--- src/hdl/gdfs_pkg.sv ---
package gdfs_pkg;

    // Register addresses (7-bit command address)
    localparam logic [6:0] GDFS_ADDR_OVERCURRENT = 7'h01;
    localparam logic [6:0] GDFS_ADDR_GATE_FAULT = 7'h02;
    localparam logic [6:0] GDFS_ADDR_SUPPLY = 7'h03;

    // Reset values
    localparam logic [15:0] GDFS_RESET_VALUE = 16'h0000;

    // Overcurrent status field positions
    localparam int GDFS_POS_COUNTER_ACTIVE = 15;
    localparam int GDFS_POS_SENSE_A = 10;
    localparam int GDFS_POS_SENSE_C = 8;
    localparam int GDFS_POS_DS_HIGH = 5;
    localparam int GDFS_POS_DS_LOW = 0;

    // Supply status field positions
    localparam int GDFS_POS_SUPPLY_HIGH = 15;
    localparam int GDFS_POS_SUPPLY_LOW = 8;
    localparam int GDFS_POS_BOOT_HIGH = 5;
    localparam int GDFS_POS_BOOT_LOW = 0;

    // Frame layout: command byte then 16 data bits (no CRC here)
    localparam int GDFS_FRAME_BITS = 24;
    localparam int GDFS_CMD_BITS = 8;
    localparam logic GDFS_RW_READ = 1'b1;

    // Cycle counter width
    localparam int GDFS_CNT_W = 8;

    // Monitor inputs, MSB first in register order
    typedef struct packed {
        logic [2:0] sense_oc;   // phase A, B, C
        logic [5:0] ds_oc;      // AH, AL, BH, BL, CH, CL
        logic [5:0] gate_fault; // AH, AL, BH, BL, CH, CL
        logic [7:0] supply;     // ov/uv pairs: power, drain, pump, gate
        logic [5:0] bootstrap;  // ov/uv pairs: A, B, C
    } gdfs_mon_t;

    typedef enum logic [1:0] {
        GDFS_IDLE,
        GDFS_CMD,
        GDFS_DATA
    } gdfs_state_t;

endpackage

--- src/hdl/gdfs_status_regs.sv ---
// Functional notes
// RULE1: Count limiter events while limiting enabled
// RULE2: Bit 15 high when counter nonzero
// RULE3: Bits 10..8 sense overcurrent phases A..C
// RULE4: Bits 5..0 drain-source overcurrent per MOSFET
// RULE5: Address 2 bits 5..0 gate faults
// RULE6: Address 1 resets zero, read-only
// RULE7: Address 2 resets zero, read-only
// RULE8: Address 3 bits 15..8 supply pairs
// RULE9: Address 3 bits 5..0 bootstrap pairs
// RULE10: Summary drain-source bit ORs all bits
// RULE11: Read via command word, same-frame data
`timescale 1ns/1ps
module gdfs_status_regs
    import gdfs_pkg::*;
(
    // Clock and reset
    input wire logic CLK,
    input wire logic NRST,
    // Analog monitor levels and cycle counter controls
    input wire gdfs_mon_t MON,
    input wire logic CYCLE_LIMIT_ENABLE,
    input wire logic CYCLE_COUNTER_CLEAR,
    // SPI slave pins
    input wire logic SCLK,
    input wire logic NSCS,
    input wire logic SDI,
    output logic SDO,
    output logic SDO_OE_N,
    // Summary output
    output logic DRAIN_SOURCE_OVERCURRENT
);

    logic [15:0] oc_reg;
    logic [15:0] gate_reg;
    logic [15:0] supply_reg;
    logic [GDFS_CNT_W-1:0] count_reg;
    gdfs_mon_t mon_s1_reg;
    gdfs_mon_t mon_reg;
    logic [2:0] sclk_sync_reg;
    logic [1:0] cs_sync_reg;
    logic sdi_s1_reg;
    logic sdi_reg;
    gdfs_state_t state_reg;
    logic [4:0] bit_cnt_reg;
    logic [7:0] cmd_reg;
    logic [15:0] shift_reg;
    logic [8:0] event_prev_reg;
    logic sclk_rise;
    logic sclk_fall;
    logic [8:0] event_now;
    logic cmd_done;

    function automatic logic [15:0] read_mux(input logic [6:0] addr);
        logic [15:0] value;
        value = 16'h0000;
        if (addr == GDFS_ADDR_OVERCURRENT)
            value = oc_reg;
        else if (addr == GDFS_ADDR_GATE_FAULT)
            value = gate_reg;
        else if (addr == GDFS_ADDR_SUPPLY)
            value = supply_reg;
        return value;
    endfunction

    // Synchronise monitors and pins
    always_ff @(posedge CLK or negedge NRST)
    begin
        if (!NRST)
        begin
            mon_s1_reg <= '0;
            mon_reg <= '0;
            sclk_sync_reg <= 3'h0;
            cs_sync_reg <= 2'h3;
            sdi_s1_reg <= 1'b0;
            sdi_reg <= 1'b0;
        end
        else
        begin
            mon_s1_reg <= MON;
            mon_reg <= mon_s1_reg;
            sclk_sync_reg <= {sclk_sync_reg[1:0], SCLK};
            cs_sync_reg <= {cs_sync_reg[0], NSCS};
            sdi_s1_reg <= SDI;
            sdi_reg <= sdi_s1_reg;
        end
    end

    assign sclk_rise = sclk_sync_reg[1] && !sclk_sync_reg[2];
    assign sclk_fall = !sclk_sync_reg[1] && sclk_sync_reg[2];

    // Status registers, reserved bits stay zero
    always_ff @(posedge CLK or negedge NRST)
    begin
        if (!NRST)
        begin
            oc_reg <= GDFS_RESET_VALUE; // RULE6
            gate_reg <= GDFS_RESET_VALUE; // RULE7
            supply_reg <= GDFS_RESET_VALUE; // RULE8
        end
        else
        begin
            oc_reg <= GDFS_RESET_VALUE;
            oc_reg[GDFS_POS_COUNTER_ACTIVE] <= (count_reg != '0); // RULE2
            oc_reg[GDFS_POS_SENSE_A:GDFS_POS_SENSE_C]
                <= mon_reg.sense_oc; // RULE3
            oc_reg[GDFS_POS_DS_HIGH:GDFS_POS_DS_LOW] <= mon_reg.ds_oc; // RULE4
            gate_reg <= {10'h000, mon_reg.gate_fault}; // RULE5
            supply_reg <= GDFS_RESET_VALUE;
            supply_reg[GDFS_POS_SUPPLY_HIGH:GDFS_POS_SUPPLY_LOW]
                <= mon_reg.supply; // RULE8
            supply_reg[GDFS_POS_BOOT_HIGH:GDFS_POS_BOOT_LOW]
                <= mon_reg.bootstrap; // RULE9
        end
    end

    // Rising edges of any overcurrent monitor count as events
    assign event_now = {mon_reg.sense_oc, mon_reg.ds_oc};

    always_ff @(posedge CLK or negedge NRST)
    begin
        if (!NRST)
        begin
            event_prev_reg <= 9'h000;
            count_reg <= '0;
        end
        else
        begin
            event_prev_reg <= event_now;
            if (CYCLE_LIMIT_ENABLE && |(event_now & ~event_prev_reg))
            begin
                if (count_reg != '1)
                    count_reg <= count_reg + 1'b1; // RULE1
            end
            else if (CYCLE_COUNTER_CLEAR || !CYCLE_LIMIT_ENABLE)
                count_reg <= '0;
        end
    end

    // Summary drain-source bit
    always_ff @(posedge CLK or negedge NRST)
    begin
        if (!NRST)
            DRAIN_SOURCE_OVERCURRENT <= 1'b0;
        else
            DRAIN_SOURCE_OVERCURRENT <= |mon_reg.ds_oc; // RULE10
    end

    // SPI frame engine: writes are ignored, registers are read-only
    always_ff @(posedge CLK or negedge NRST)
    begin
        if (!NRST)
        begin
            state_reg <= GDFS_IDLE;
            bit_cnt_reg <= 5'h00;
            cmd_reg <= 8'h00;
            shift_reg <= 16'h0000;
            SDO <= 1'b0;
            SDO_OE_N <= 1'b1;
        end
        else if (cs_sync_reg[1])
        begin
            state_reg <= GDFS_IDLE;
            SDO_OE_N <= 1'b1;
            SDO <= 1'b0;
        end
        else
        begin
            case (state_reg)
                GDFS_IDLE:
                begin
                    state_reg <= GDFS_CMD;
                    bit_cnt_reg <= 5'h00;
                    SDO_OE_N <= 1'b0;
                    SDO <= 1'b0;
                end
                GDFS_CMD:
                begin
                    if (sclk_fall)
                    begin
                        cmd_reg <= {cmd_reg[6:0], sdi_reg};
                        bit_cnt_reg <= bit_cnt_reg + 5'h01;
                        if (bit_cnt_reg == 5'(GDFS_CMD_BITS - 1))
                        begin
                            // RULE11
                            shift_reg <= read_mux(cmd_reg[6:0]);
                            state_reg <= GDFS_DATA;
                        end
                    end
                    else if (sclk_rise && bit_cnt_reg != 5'h00)
                        SDO <= cmd_reg[0]; // RULE11
                end
                GDFS_DATA:
                begin
                    if (sclk_rise)
                    begin
                        SDO <= shift_reg[15]; // RULE11
                        shift_reg <= {shift_reg[14:0], 1'b0};
                    end
                    if (sclk_fall && bit_cnt_reg != 5'(GDFS_FRAME_BITS))
                        bit_cnt_reg <= bit_cnt_reg + 5'h01;
                end
                default:
                    state_reg <= GDFS_IDLE;
            endcase
        end
    end

    a_counter_flag: assert property ( // RULE2
        @(posedge CLK) disable iff (!NRST)
        1'b1 |=> oc_reg[GDFS_POS_COUNTER_ACTIVE] == ($past(count_reg) != '0))
        else $error("counter activity flag wrong");

    a_counter_incr: assert property ( // RULE1
        @(posedge CLK) disable iff (!NRST)
        (CYCLE_LIMIT_ENABLE && |(event_now & ~event_prev_reg)
            && count_reg != '1) |=> count_reg == $past(count_reg) + 1'b1)
        else $error("counter did not increment");

    a_sense_bits: assert property ( // RULE3
        @(posedge CLK) disable iff (!NRST)
        1'b1 |=> oc_reg[10:8] == $past(mon_reg.sense_oc))
        else $error("sense bits mismatch");

    a_ds_bits: assert property ( // RULE4
        @(posedge CLK) disable iff (!NRST)
        1'b1 |=> oc_reg[5:0] == $past(mon_reg.ds_oc) && oc_reg[14:11] == 4'h0
            && oc_reg[7:6] == 2'h0)
        else $error("drain-source bits mismatch");

    a_gate_bits: assert property ( // RULE5
        @(posedge CLK) disable iff (!NRST)
        1'b1 |=> gate_reg == {10'h000, $past(mon_reg.gate_fault)})
        else $error("gate fault register mismatch");

    a_supply_bits: assert property ( // RULE8
        @(posedge CLK) disable iff (!NRST)
        1'b1 |=> supply_reg[15:8] == $past(mon_reg.supply))
        else $error("supply bits mismatch");

    a_boot_bits: assert property ( // RULE9
        @(posedge CLK) disable iff (!NRST)
        1'b1 |=> supply_reg[5:0] == $past(mon_reg.bootstrap)
            && supply_reg[7:6] == 2'h0)
        else $error("bootstrap bits mismatch");

    a_summary_or: assert property ( // RULE10
        @(posedge CLK) disable iff (!NRST)
        1'b1 |=> DRAIN_SOURCE_OVERCURRENT == $past(|mon_reg.ds_oc))
        else $error("summary bit not set");

    a_sdo_release: assert property ( // RULE11
        @(posedge CLK) disable iff (!NRST)
        cs_sync_reg[1] |=> SDO_OE_N)
        else $error("sdo driven outside frame");

    // Last command bit taken, read data loaded
    assign cmd_done = !cs_sync_reg[1] && state_reg == GDFS_CMD && sclk_fall
        && bit_cnt_reg == 5'(GDFS_CMD_BITS - 1);

    a_reset_oc: assert property ( // RULE6
        @(posedge CLK)
        !NRST |=> oc_reg == GDFS_RESET_VALUE)
        else $error("overcurrent register not zero in reset");

    a_reset_gate: assert property ( // RULE7
        @(posedge CLK)
        !NRST |=> gate_reg == GDFS_RESET_VALUE)
        else $error("gate fault register not zero in reset");

    a_reset_supply: assert property ( // RULE8
        @(posedge CLK)
        !NRST |=> supply_reg == GDFS_RESET_VALUE)
        else $error("supply register not zero in reset");

    a_counter_clear: assert property ( // RULE1
        @(posedge CLK) disable iff (!NRST)
        (!CYCLE_LIMIT_ENABLE || (CYCLE_COUNTER_CLEAR
            && !(|(event_now & ~event_prev_reg)))) |=> count_reg == '0)
        else $error("counter not cleared");

    a_counter_hold: assert property ( // RULE1
        @(posedge CLK) disable iff (!NRST)
        (CYCLE_LIMIT_ENABLE && !CYCLE_COUNTER_CLEAR
            && !(|(event_now & ~event_prev_reg))) |=> $stable(count_reg))
        else $error("counter moved without an event");

    a_frame_start: assert property ( // RULE11
        @(posedge CLK) disable iff (!NRST)
        !cs_sync_reg[1] && state_reg == GDFS_IDLE |=> !SDO_OE_N && !SDO)
        else $error("frame start slot wrong");

    a_sdo_echo: assert property ( // RULE11
        @(posedge CLK) disable iff (!NRST)
        (!cs_sync_reg[1] && state_reg == GDFS_CMD && sclk_rise
            && bit_cnt_reg != 5'h00) |=> SDO == $past(cmd_reg[0]))
        else $error("address echo wrong");

    a_read_oc: assert property ( // RULE11
        @(posedge CLK) disable iff (!NRST)
        cmd_done && cmd_reg[6:0] == GDFS_ADDR_OVERCURRENT
            |=> state_reg == GDFS_DATA && shift_reg == $past(oc_reg))
        else $error("overcurrent read data wrong");

    a_read_gate: assert property ( // RULE11
        @(posedge CLK) disable iff (!NRST)
        cmd_done && cmd_reg[6:0] == GDFS_ADDR_GATE_FAULT
            |=> state_reg == GDFS_DATA && shift_reg == $past(gate_reg))
        else $error("gate fault read data wrong");

    a_read_supply: assert property ( // RULE11
        @(posedge CLK) disable iff (!NRST)
        cmd_done && cmd_reg[6:0] == GDFS_ADDR_SUPPLY
            |=> state_reg == GDFS_DATA && shift_reg == $past(supply_reg))
        else $error("supply read data wrong");

    a_read_unmapped: assert property ( // RULE11
        @(posedge CLK) disable iff (!NRST)
        cmd_done && (cmd_reg[6:0] == 7'h00
            || cmd_reg[6:0] > GDFS_ADDR_SUPPLY) |=> shift_reg == 16'h0000)
        else $error("unmapped address not zero");

    a_data_shift: assert property ( // RULE11
        @(posedge CLK) disable iff (!NRST)
        (!cs_sync_reg[1] && state_reg == GDFS_DATA && sclk_rise)
            |=> SDO == $past(shift_reg[15]))
        else $error("read data bit out of order");

endmodule

--- config.mk ---
export PLATFORM = sky130hd
export DESIGN_NAME = gdfs_status_regs
export DESIGN_NICKNAME = d
export VERILOG_FILES = /design/src/hdl/gdfs_pkg.sv /design/src/hdl/gdfs_status_regs.sv
export SDC_FILE = /design/constraint.sdc
export NUM_CORES = 1
export LEC_CHECK = 0
export ABC_AREA = 0
export BUFFER_PORTS_ARGS = -buffer_cell sky130_fd_sc_hd__buf_2
export CAP_MARGIN = 0
export CORE_ASPECT_RATIO = 0.8
export CORE_MARGIN = 1
export CORE_UTILIZATION = 40
export DETAILED_ROUTE_END_ITERATION = 8
export GPL_ROUTABILITY_DRIVEN = 0
export PLACE_DENSITY = 0.61
export SYNTH_ARGS = -nofsm -noshare
export SYNTH_HDL_FRONTEND = slang
export SYNTH_SLANG_ARGS = --single-unit
export TNS_END_PERCENT = 20
--- constraint.sdc ---
create_clock -name CLK -period 2.3 [get_ports CLK]
set_input_delay 0.115 -clock CLK [delete_from_list [all_inputs] [get_ports CLK]]
set_output_delay 0.115 -clock CLK [all_outputs]
set_load 0.02 [all_outputs]
==> metrics.md, run 1 <==
| Metric | Value |
|---|---|
| Row count | 35 |
| Time the worst path needs with I/O delays and setup | 2.16 ns |
| Fraction of final layout cells sized beyond drive strength 1 | 24.8% |
| Number of I/O port buffers | 38 |
| Lkg Pwr | 0.00273 uW |
| Reg clk slew, reported paths | 0.06 ns |
| Final Net Count | 471 |
| Buffer type at the clock tree root | sky130_fd_sc_hd__clkbuf_16 |
| Count of H-tree levels built during CTS | 4 |
| Type of the tightest min-delay check | input pin to flip-flop |
| Total routed wire length on the met1 layer | 3790 um |
| First-pass iteration count of the detailed router | 4 |
| Unrepaired setup endpoints after global routing | no |
| Mean area per synthesized cell | 14.2 um2 |
| Fraction of synthesis flops using an asynchronous set or reset pin | 100% |
| Count of clock tree sinks | 136 |
| Number of vias per cell | 4.85 |
| Total I/O pin count | 39 |
| CTS max path bufs | 2 |
| Synthesized netlist net count | 383 |
| Maximum vdd ir drop | 0.677 mV |
| Total detailed-routing wirelength | 7990 um |
| Number of library cell types mapped by synthesis | 45 |
| Number of antenna cells inserted | 0 |
| Overall die area | 12400 um2 |
| Effective utilization at floorplan | 41.3% |
| Vias in the first global route | 2924 |
| Clock tree skew after final layout | 0.00670 ns |
| Top metal layer carrying routed signals | met4 |
| Area growth, synth to finish | 27.9% |
| Arrival @ worst endpoint | 2.45 ns |
| Outcome | finished, final reports clean |
| Minimum setup slack among reg-to-reg paths | 0.14 ns |
| Die Y | 99.9 um |
| Endpoint class of the critical path | flip-flop |
| Crit path required time | 2.60 ns |
| Share of the cycle needed by the critical path after routing | 93.8% |
| Buffers & Inverters on Critical Path | 1 |
| Fraction of the yosys area taken by sequential cells | 71.1% |
| Cell area after synthesis | 4790 um2 |
| Wire length of the first global-routing pass | 13800 um |
| Cell count after synthesis | 338 |
| Actual slew at the worst max-slew pin | 0.559 ns |
| Critical path start-end classification | flip-flop to flip-flop |
| Core area | 11600 um2 |
| Postcts setup bufs | 0 |
| Total clock buffers created by CTS | 17 |
| TritonCTS clock tree | yes |
| Cell Chain, Critical Path | and4_2 > nand4_2 > and3_1 > o21ai_0 > o31ai_1 > dlygate4sd3_1 |
| Setup-failing EPs final | 0 |
| Count of flip-flops with a built-in enable after synthesis | 0 |
| Pin count of the biggest net entering global routing | 49 |
| Final-report max-slew violation count | 0 |
| DRC violation count after routing | 0 |
| Cell at the slowest stage of the critical path | sky130_fd_sc_hd__dlygate4sd3_1 |
| Hold Violations, Final | 0 |
| Top fanout value on the critical path | 8 |
| Fin Setup TNS | 0 ns |
| Max-slew headroom at the worst pin | 62.5% |
| DR iter-0 viols | 157 |
| Kind of launch point of the worst setup path | flip-flop |
| Worst-Skew Late Latency | 0.41 ns |
| Post-detailed-route wirelength per cell | 13.6 um |
| Number of synthesized register bits | 136 |
| Maximum single-stage delay on the critical path | 0.56 ns |
| Cell area power density | 1060 nW/um2 |
| Tot GR Track Use | 14.4% |
| Max Freq | 0.464 GHz |
| Total Power | 6510 uW |
| Antenna violations before repair | 0 |
| Vias post-DR | 2846 |
| Maximum Capacitance Violations | 0 |
| Total overflow reported by the global router | 0 |
| Total of fill cells in the finished design | 964 |
| HPWL Detailed | 4860 um |
| Total length of routed met2 wires | 3730 um |
| ANT nets after route | 0 |
| Die X-Extent | 124 um |
| Met3 wire length | 331 um |
| Worst path top cell family by delay | simple AND/OR/NAND/NOR gates |
| Count of warnings emitted by yosys | 0 |
| Number of flip-flops under the largest register name | 29 |
| Primary FF master, synth | sky130_fd_sc_hd__dfrtp_1 |
==> routing by layer <==
metal  global-route usage, %  vias up
met5                       0        -
met1                    18.7     1386
met3                    4.48       12
li1                        -     1388
met2                    22.0       60
met4                    6.95        0
==> logic make-up after synthesis <==
group                      after synthesis  share of synthesized area [%]
DFF                                    136                           71.1
and+or+nand+nor                         79                           9.32
AOI/OAI and AO/OA                       72                           11.1
buffers and inverters                   24                           1.98
muxes                                   18                           4.15
adders and majority gates                9                           2.35
==> worst min-delay path, stage by stage <==
cell                      delay (ns)
sky130_fd_sc_hd__buf_2          0.12
sky130_fd_sc_hd__nand2_1        0.09
sky130_fd_sc_hd__o31ai_1        0.07
==> layout by cell type (no fill, tap or decap), types with 2 or more instances in the layout <==
| cell | n |
|---|---|
| sky130_fd_sc_hd__a21oi_1 | 3 |
| sky130_fd_sc_hd__a22o_1 | 4 |
| sky130_fd_sc_hd__a22oi_1 | 10 |
| sky130_fd_sc_hd__a311oi_1 | 4 |
| sky130_fd_sc_hd__a32oi_1 | 9 |
| sky130_fd_sc_hd__a41oi_1 | 4 |
| sky130_fd_sc_hd__and2_1 | 2 |
| sky130_fd_sc_hd__and3_1 | 4 |
| sky130_fd_sc_hd__buf_2 | 37 |
| sky130_fd_sc_hd__buf_4 | 5 |
| sky130_fd_sc_hd__clkbuf_1 | 2 |
| sky130_fd_sc_hd__clkbuf_16 | 17 |
| sky130_fd_sc_hd__clkbuf_8 | 2 |
| sky130_fd_sc_hd__clkinv_4 | 3 |
| sky130_fd_sc_hd__clkinvlp_4 | 4 |
| sky130_fd_sc_hd__dfrtp_1 | 130 |
| sky130_fd_sc_hd__dfrtp_2 | 3 |
| sky130_fd_sc_hd__dfstp_2 | 3 |
| sky130_fd_sc_hd__dlygate4sd3_1 | 35 |
| sky130_fd_sc_hd__ha_1 | 8 |
| sky130_fd_sc_hd__inv_1 | 14 |
| sky130_fd_sc_hd__inv_6 | 3 |
| sky130_fd_sc_hd__mux2_2 | 15 |
| sky130_fd_sc_hd__mux2i_1 | 3 |
| sky130_fd_sc_hd__nand2_1 | 26 |
| sky130_fd_sc_hd__nand2b_1 | 3 |
| sky130_fd_sc_hd__nand3_1 | 7 |
| sky130_fd_sc_hd__nor2_1 | 9 |
| sky130_fd_sc_hd__nor2b_1 | 9 |
| sky130_fd_sc_hd__nor3_1 | 2 |
| sky130_fd_sc_hd__nor3b_2 | 2 |
| sky130_fd_sc_hd__nor4_1 | 2 |
| sky130_fd_sc_hd__o21ai_0 | 26 |
| sky130_fd_sc_hd__o21ai_1 | 2 |
| sky130_fd_sc_hd__o31ai_1 | 2 |
| sky130_fd_sc_hd__or2_2 | 2 |
==> Yosys cell counts, types with 3 or more instances <==
cell                       count  share of area (%)
sky130_fd_sc_hd__ha_1          9                2.4
sky130_fd_sc_hd__inv_1        14                1.1
sky130_fd_sc_hd__nor2b_1       9                1.2
sky130_fd_sc_hd__dfstp_2       3                1.6
sky130_fd_sc_hd__a22oi_1      10                1.6
sky130_fd_sc_hd__a311oi_1      4               0.73
sky130_fd_sc_hd__o21ai_0      26                2.7
sky130_fd_sc_hd__a22o_1        4               0.73
sky130_fd_sc_hd__and3_1        4               0.52
sky130_fd_sc_hd__mux2_2       15                3.5
sky130_fd_sc_hd__a32oi_1       9                1.6
sky130_fd_sc_hd__dfrtp_1     133                 69
sky130_fd_sc_hd__nand2_1      26                2.0
sky130_fd_sc_hd__nand2b_1      3               0.39
sky130_fd_sc_hd__a21oi_1       3               0.31
sky130_fd_sc_hd__nor2_1        9               0.71
sky130_fd_sc_hd__a41oi_1       4               0.73
sky130_fd_sc_hd__nand3_1       7               0.73
sky130_fd_sc_hd__buf_2         4               0.42
sky130_fd_sc_hd__mux2i_1       3               0.63
sky130_fd_sc_hd__clkbuf_1      6               0.47
==> metrics by stage <==
| stage | util (%) | instance area [um2] | hold slack (ns) | cells | worst slack (ns) |
|---|---|---|---|---|---|
| finish | 52.8 | 6130 | 0.0166 | 587 | 0.143 |
| floorplan | - | 4790 | -0.181 | 338 | 0.621 |
| global placement | 44.7 | 5190 | 0.0865 | 520 | 0.276 |
| CTS | 52.7 | 6110 | 0.00239 | 587 | 0.0892 |
| detailed placement | 44.7 | 5190 | 0.0907 | 520 | 0.135 |
| global route | 52.8 | 6130 | 0.0116 | 587 | 0.00786 |
==> what timing repair did <==
action / 4_1_cts / 5_1_grt
setup endpoints to repair: 0 / 4
resized for setup: 0 / 6
endpoints found under the hold margin: 79 / 0
hold buffers: 35 / 0
==> final timing paths <==
check                           cells after the start              to          startpoint
worst max-delay path                                6    count_reg[0]        count_reg[3]
worst min-delay path                                3    count_reg[1]  CYCLE_LIMIT_ENABLE
worst max register to register                      6    count_reg[0]        count_reg[3]
worst min register to register                      0   supply_reg[8]          mon_reg[6]
max in group asynchronous                           3        SDO_OE_N                NRST
min in group asynchronous                           2  bit_cnt_reg[2]                NRST
==> where the power goes <==
part	total, uW	internal [uW]	switching (uW)
clock network	2560	1560	1000
logic	1080	496	582
registers	2870	2650	221
total	6510	4710	1810
==> area by class of cell <==
| type | instances | area [um2] | area share, % |
|---|---|---|---|
| well taps | 148 | 185 | 3.02 |
| inverters | 14 | 52.6 | 0.858 |
| flip-flops and latches | 136 | 3410 | 55.7 |
| multi-input cells | 178 | 1300 | 21.2 |
| clock inverters | 11 | 113 | 1.84 |
| repair buffers | 79 | 604 | 9.87 |
| clock buffers | 21 | 460 | 7.52 |
Power figures use the tool's default switching activity.
==> run 2, diff against run 1 <==
--- a/config.mk
+++ b/config.mk
@@ -13,7 +13,6 @@
 export CORE_UTILIZATION = 40
 export DETAILED_ROUTE_END_ITERATION = 8
 export GPL_ROUTABILITY_DRIVEN = 0
-export PLACE_DENSITY = 0.61
 export SYNTH_ARGS = -nofsm -noshare
 export SYNTH_HDL_FRONTEND = slang
 export SYNTH_SLANG_ARGS = --single-unit
==> metrics.md, run 2 (synthesized netlist as in run 1, its figures left out) <==
| Metric | Value |
|---|---|
| Kind of launch point of the worst setup path | flip-flop |
| Maximum vdd ir drop | 0.583 mV (-14%) |
| Worst path top cell family by delay | simple AND/OR/NAND/NOR gates |
| Minimum setup slack among reg-to-reg paths | 0.17 ns (+0.02 ns) |
| Reg clk slew, reported paths | 0.06 ns (about the same) |
| CTS max path bufs | 2 (unchanged) |
| Register-to-Register Path Depth | 6 (unchanged) |
| Tot GR Track Use | 13.9% (-0.47 points) |
| Max-slew headroom at the worst pin | 58.3% (-4.3 points) |
| Buffer type at the clock tree root | sky130_fd_sc_hd__clkbuf_16 |
| Final non-filler cell area | 6140 um2 (+0.16%) |
| Max Freq | 0.469 GHz (+1.1%) |
| Setup-failing EPs final | 0 (unchanged) |
| Total detailed-routing wirelength | 7780 um (-2.6%) |
| Cell Chain, Critical Path | inv_1 > ha_1 > nor2b_1 > nand3_2 > a32oi_1 > o21ai_0 |
| HPWL Detailed | 4750 um (-2.3%) |
| Arrival @ worst endpoint | 2.42 ns (-0.03 ns) |
| Hold Violations, Final | 0 (unchanged) |
| Count of clock tree sinks | 136 (unchanged) |
| Total overflow reported by the global router | 0 (unchanged) |
| DR iter-0 viols | 142 (-9.6%) |
| Buffers & Inverters on Critical Path | 1 (unchanged) |
| Final-report max-slew violation count | 0 (unchanged) |
| Crit path required time | 2.58 ns (-0.02 ns) |
| Reg2Reg Capture Point | shift_reg[2] |
| R2r startpoint | state_reg[0] |
| Endpoint class of the critical path | flip-flop |
| Cell at the slowest stage of the critical path | sky130_fd_sc_hd__dfrtp_1 |
| Maximum single-stage delay on the critical path | 0.41 ns (-0.15 ns) |
| Number of vias per cell | 4.83 (-0.37%) |
| TritonCTS clock tree | yes |
| Actual slew at the worst max-slew pin | 0.626 ns (+0.0664 ns) |
| Commonest cells after routing, fill and taps aside | sky130_fd_sc_hd__dfrtp_1 (133), sky130_fd_sc_hd__buf_2 (37), sky130_fd_sc_hd__dlygate4sd3_1 (35), sky130_fd_sc_hd__nand2_1 (26), sky130_fd_sc_hd__o21ai_0 (26) |
| Die Y | 99.9 um (unchanged) |
| Effective utilization at floorplan | 41.3% (unchanged) |
| Time the worst path needs with I/O delays and setup | 2.13 ns (-0.0227 ns) |
| Area taken by flip-flops and latches | 3410 um2 (-0.11%) |
| Post-detailed-route wirelength per cell | 13.2 um (-2.9%) |
| Worst slack after detailed placement | 0.186 ns (+0.0512 ns) |
| Vias in the first global route | 2780 (-4.9%) |
| Core area | 11600 um2 (unchanged) |
| Type of the tightest min-delay check | input pin to asynchronous set/reset pin |
| Number of I/O port buffers | 38 (unchanged) |
| Clock tree skew after final layout | 0.0137 ns (+0.00699 ns) |
| Lkg Pwr | 0.00276 uW (+1.3%) |
| Unrepaired setup endpoints after global routing | no |
| Row count | 35 (unchanged) |
| Fin Setup TNS | 0 ns (unchanged) |
| Number of antenna cells inserted | 0 (unchanged) |
| Maximum Capacitance Violations | 0 (unchanged) |
| Total I/O pin count | 39 (unchanged) |
| Fraction of final layout cells sized beyond drive strength 1 | 24.5% (-0.34 points) |
| Antenna violations before repair | 0 (unchanged) |
| Critical path start-end classification | flip-flop to flip-flop |
| Share of the cycle needed by the critical path after routing | 92.8% (-0.99 points) |
| Top fanout value on the critical path | 26 (+18) |
| Area after DPL | 5190 um2 (about the same) |
| Total clock buffers created by CTS | 17 (unchanged) |
| Vias post-DR | 2845 (-0.035%) |
| Area growth, synth to finish | 28.1% |
| ANT nets after route | 0 (unchanged) |
| Number of flip-flops under the largest register name | 29 (unchanged) |
| Final Net Count | 473 (+0.42%) |
| Outcome | finished, final reports clean |
| Count of H-tree levels built during CTS | 4 (unchanged) |
| First-pass iteration count of the detailed router | 4 (unchanged) |
| Overall die area | 12400 um2 (unchanged) |
| Cell area power density | 1080 nW/um2 (+1.4%) |
| Least setup slack across all paths after layout | 0.166 ns (+0.0227 ns) |
| Worst-Skew Late Latency | 0.41 ns (about the same) |
| Die X-Extent | 124 um (unchanged) |
| Total of fill cells in the finished design | 963 (-0.10%) |
| Total area of multi-input combinational cells | 1290 um2 (-0.87%) |
| Most common library cell in the layout ignoring fill and taps | sky130_fd_sc_hd__dfrtp_1 |
| Postcts setup bufs | 0 (unchanged) |
| DRC violation count after routing | 0 (unchanged) |
| Pin count of the biggest net entering global routing | 65 (+33%) |
| Wire length of the first global-routing pass | 13400 um (-2.9%) |
==> run 2: power by group <==
part / internal [uW] / switching (uW)
Clock: 1570 / 1110
Sequential: 2650 / 220
Combinational: 492 / 573
==> run 2: cell type report <==
cell class / instances / share of cell area, %
Clock inverter: 14 / 2.55
Multi-Input combinational cell: 178 / 21.0
Sequential cell: 136 / 55.5
Timing Repair Buffer: 81 / 9.89
Inverter: 14 / 0.856
Clock buffer: 18 / 7.16
Tap cell: 148 / 3.02
==> run 2: worst max path at each step <==
stage                  from      endpoint  slack [ns]  cells past startpoint
3_5_place_dp   state_reg[0]  shift_reg[2]        0.19                      6
2_1_floorplan  state_reg[1]    cmd_reg[0]        0.62                      4
6_report       state_reg[0]  shift_reg[2]        0.17                      6
5_1_grt        state_reg[0]  shift_reg[2]        0.01                      6
4_1_cts        state_reg[0]  shift_reg[2]        0.18                      6
3_3_place_gp   state_reg[0]  shift_reg[2]        0.28                      6
==> run 2: repair_timing <==
action,in CTS,in global routing
hold endpoints to repair,94,0
hold buffers,35,0
resized for setup,0,0
endpoints found under the setup margin,0,0
==> run 2: routing by layer <==
metal | GRT usage [%] | routed length, um
met1 | 19.0 | 3840
met5 | 0 | 0
met4 | 6.12 | 85
met2 | 20.4 | 3550
met3 | 4.48 | 298
==> run 2: through the flow <==
stage / instances / hold WS [ns] / total power (uW) / utilization, %
2_1_floorplan: 338 / -0.181 / 3620 / -
3_3_place_gp: 522 / 0.111 / 3910 / 44.7
3_5_place_dp: 522 / 0.113 / 3940 / 44.7
4_1_cts: 589 / 0.249 / 6700 / 52.9
5_1_grt: 589 / 0.295 / 6980 / 52.9
6_report: 589 / 0.244 / 6610 / 52.9
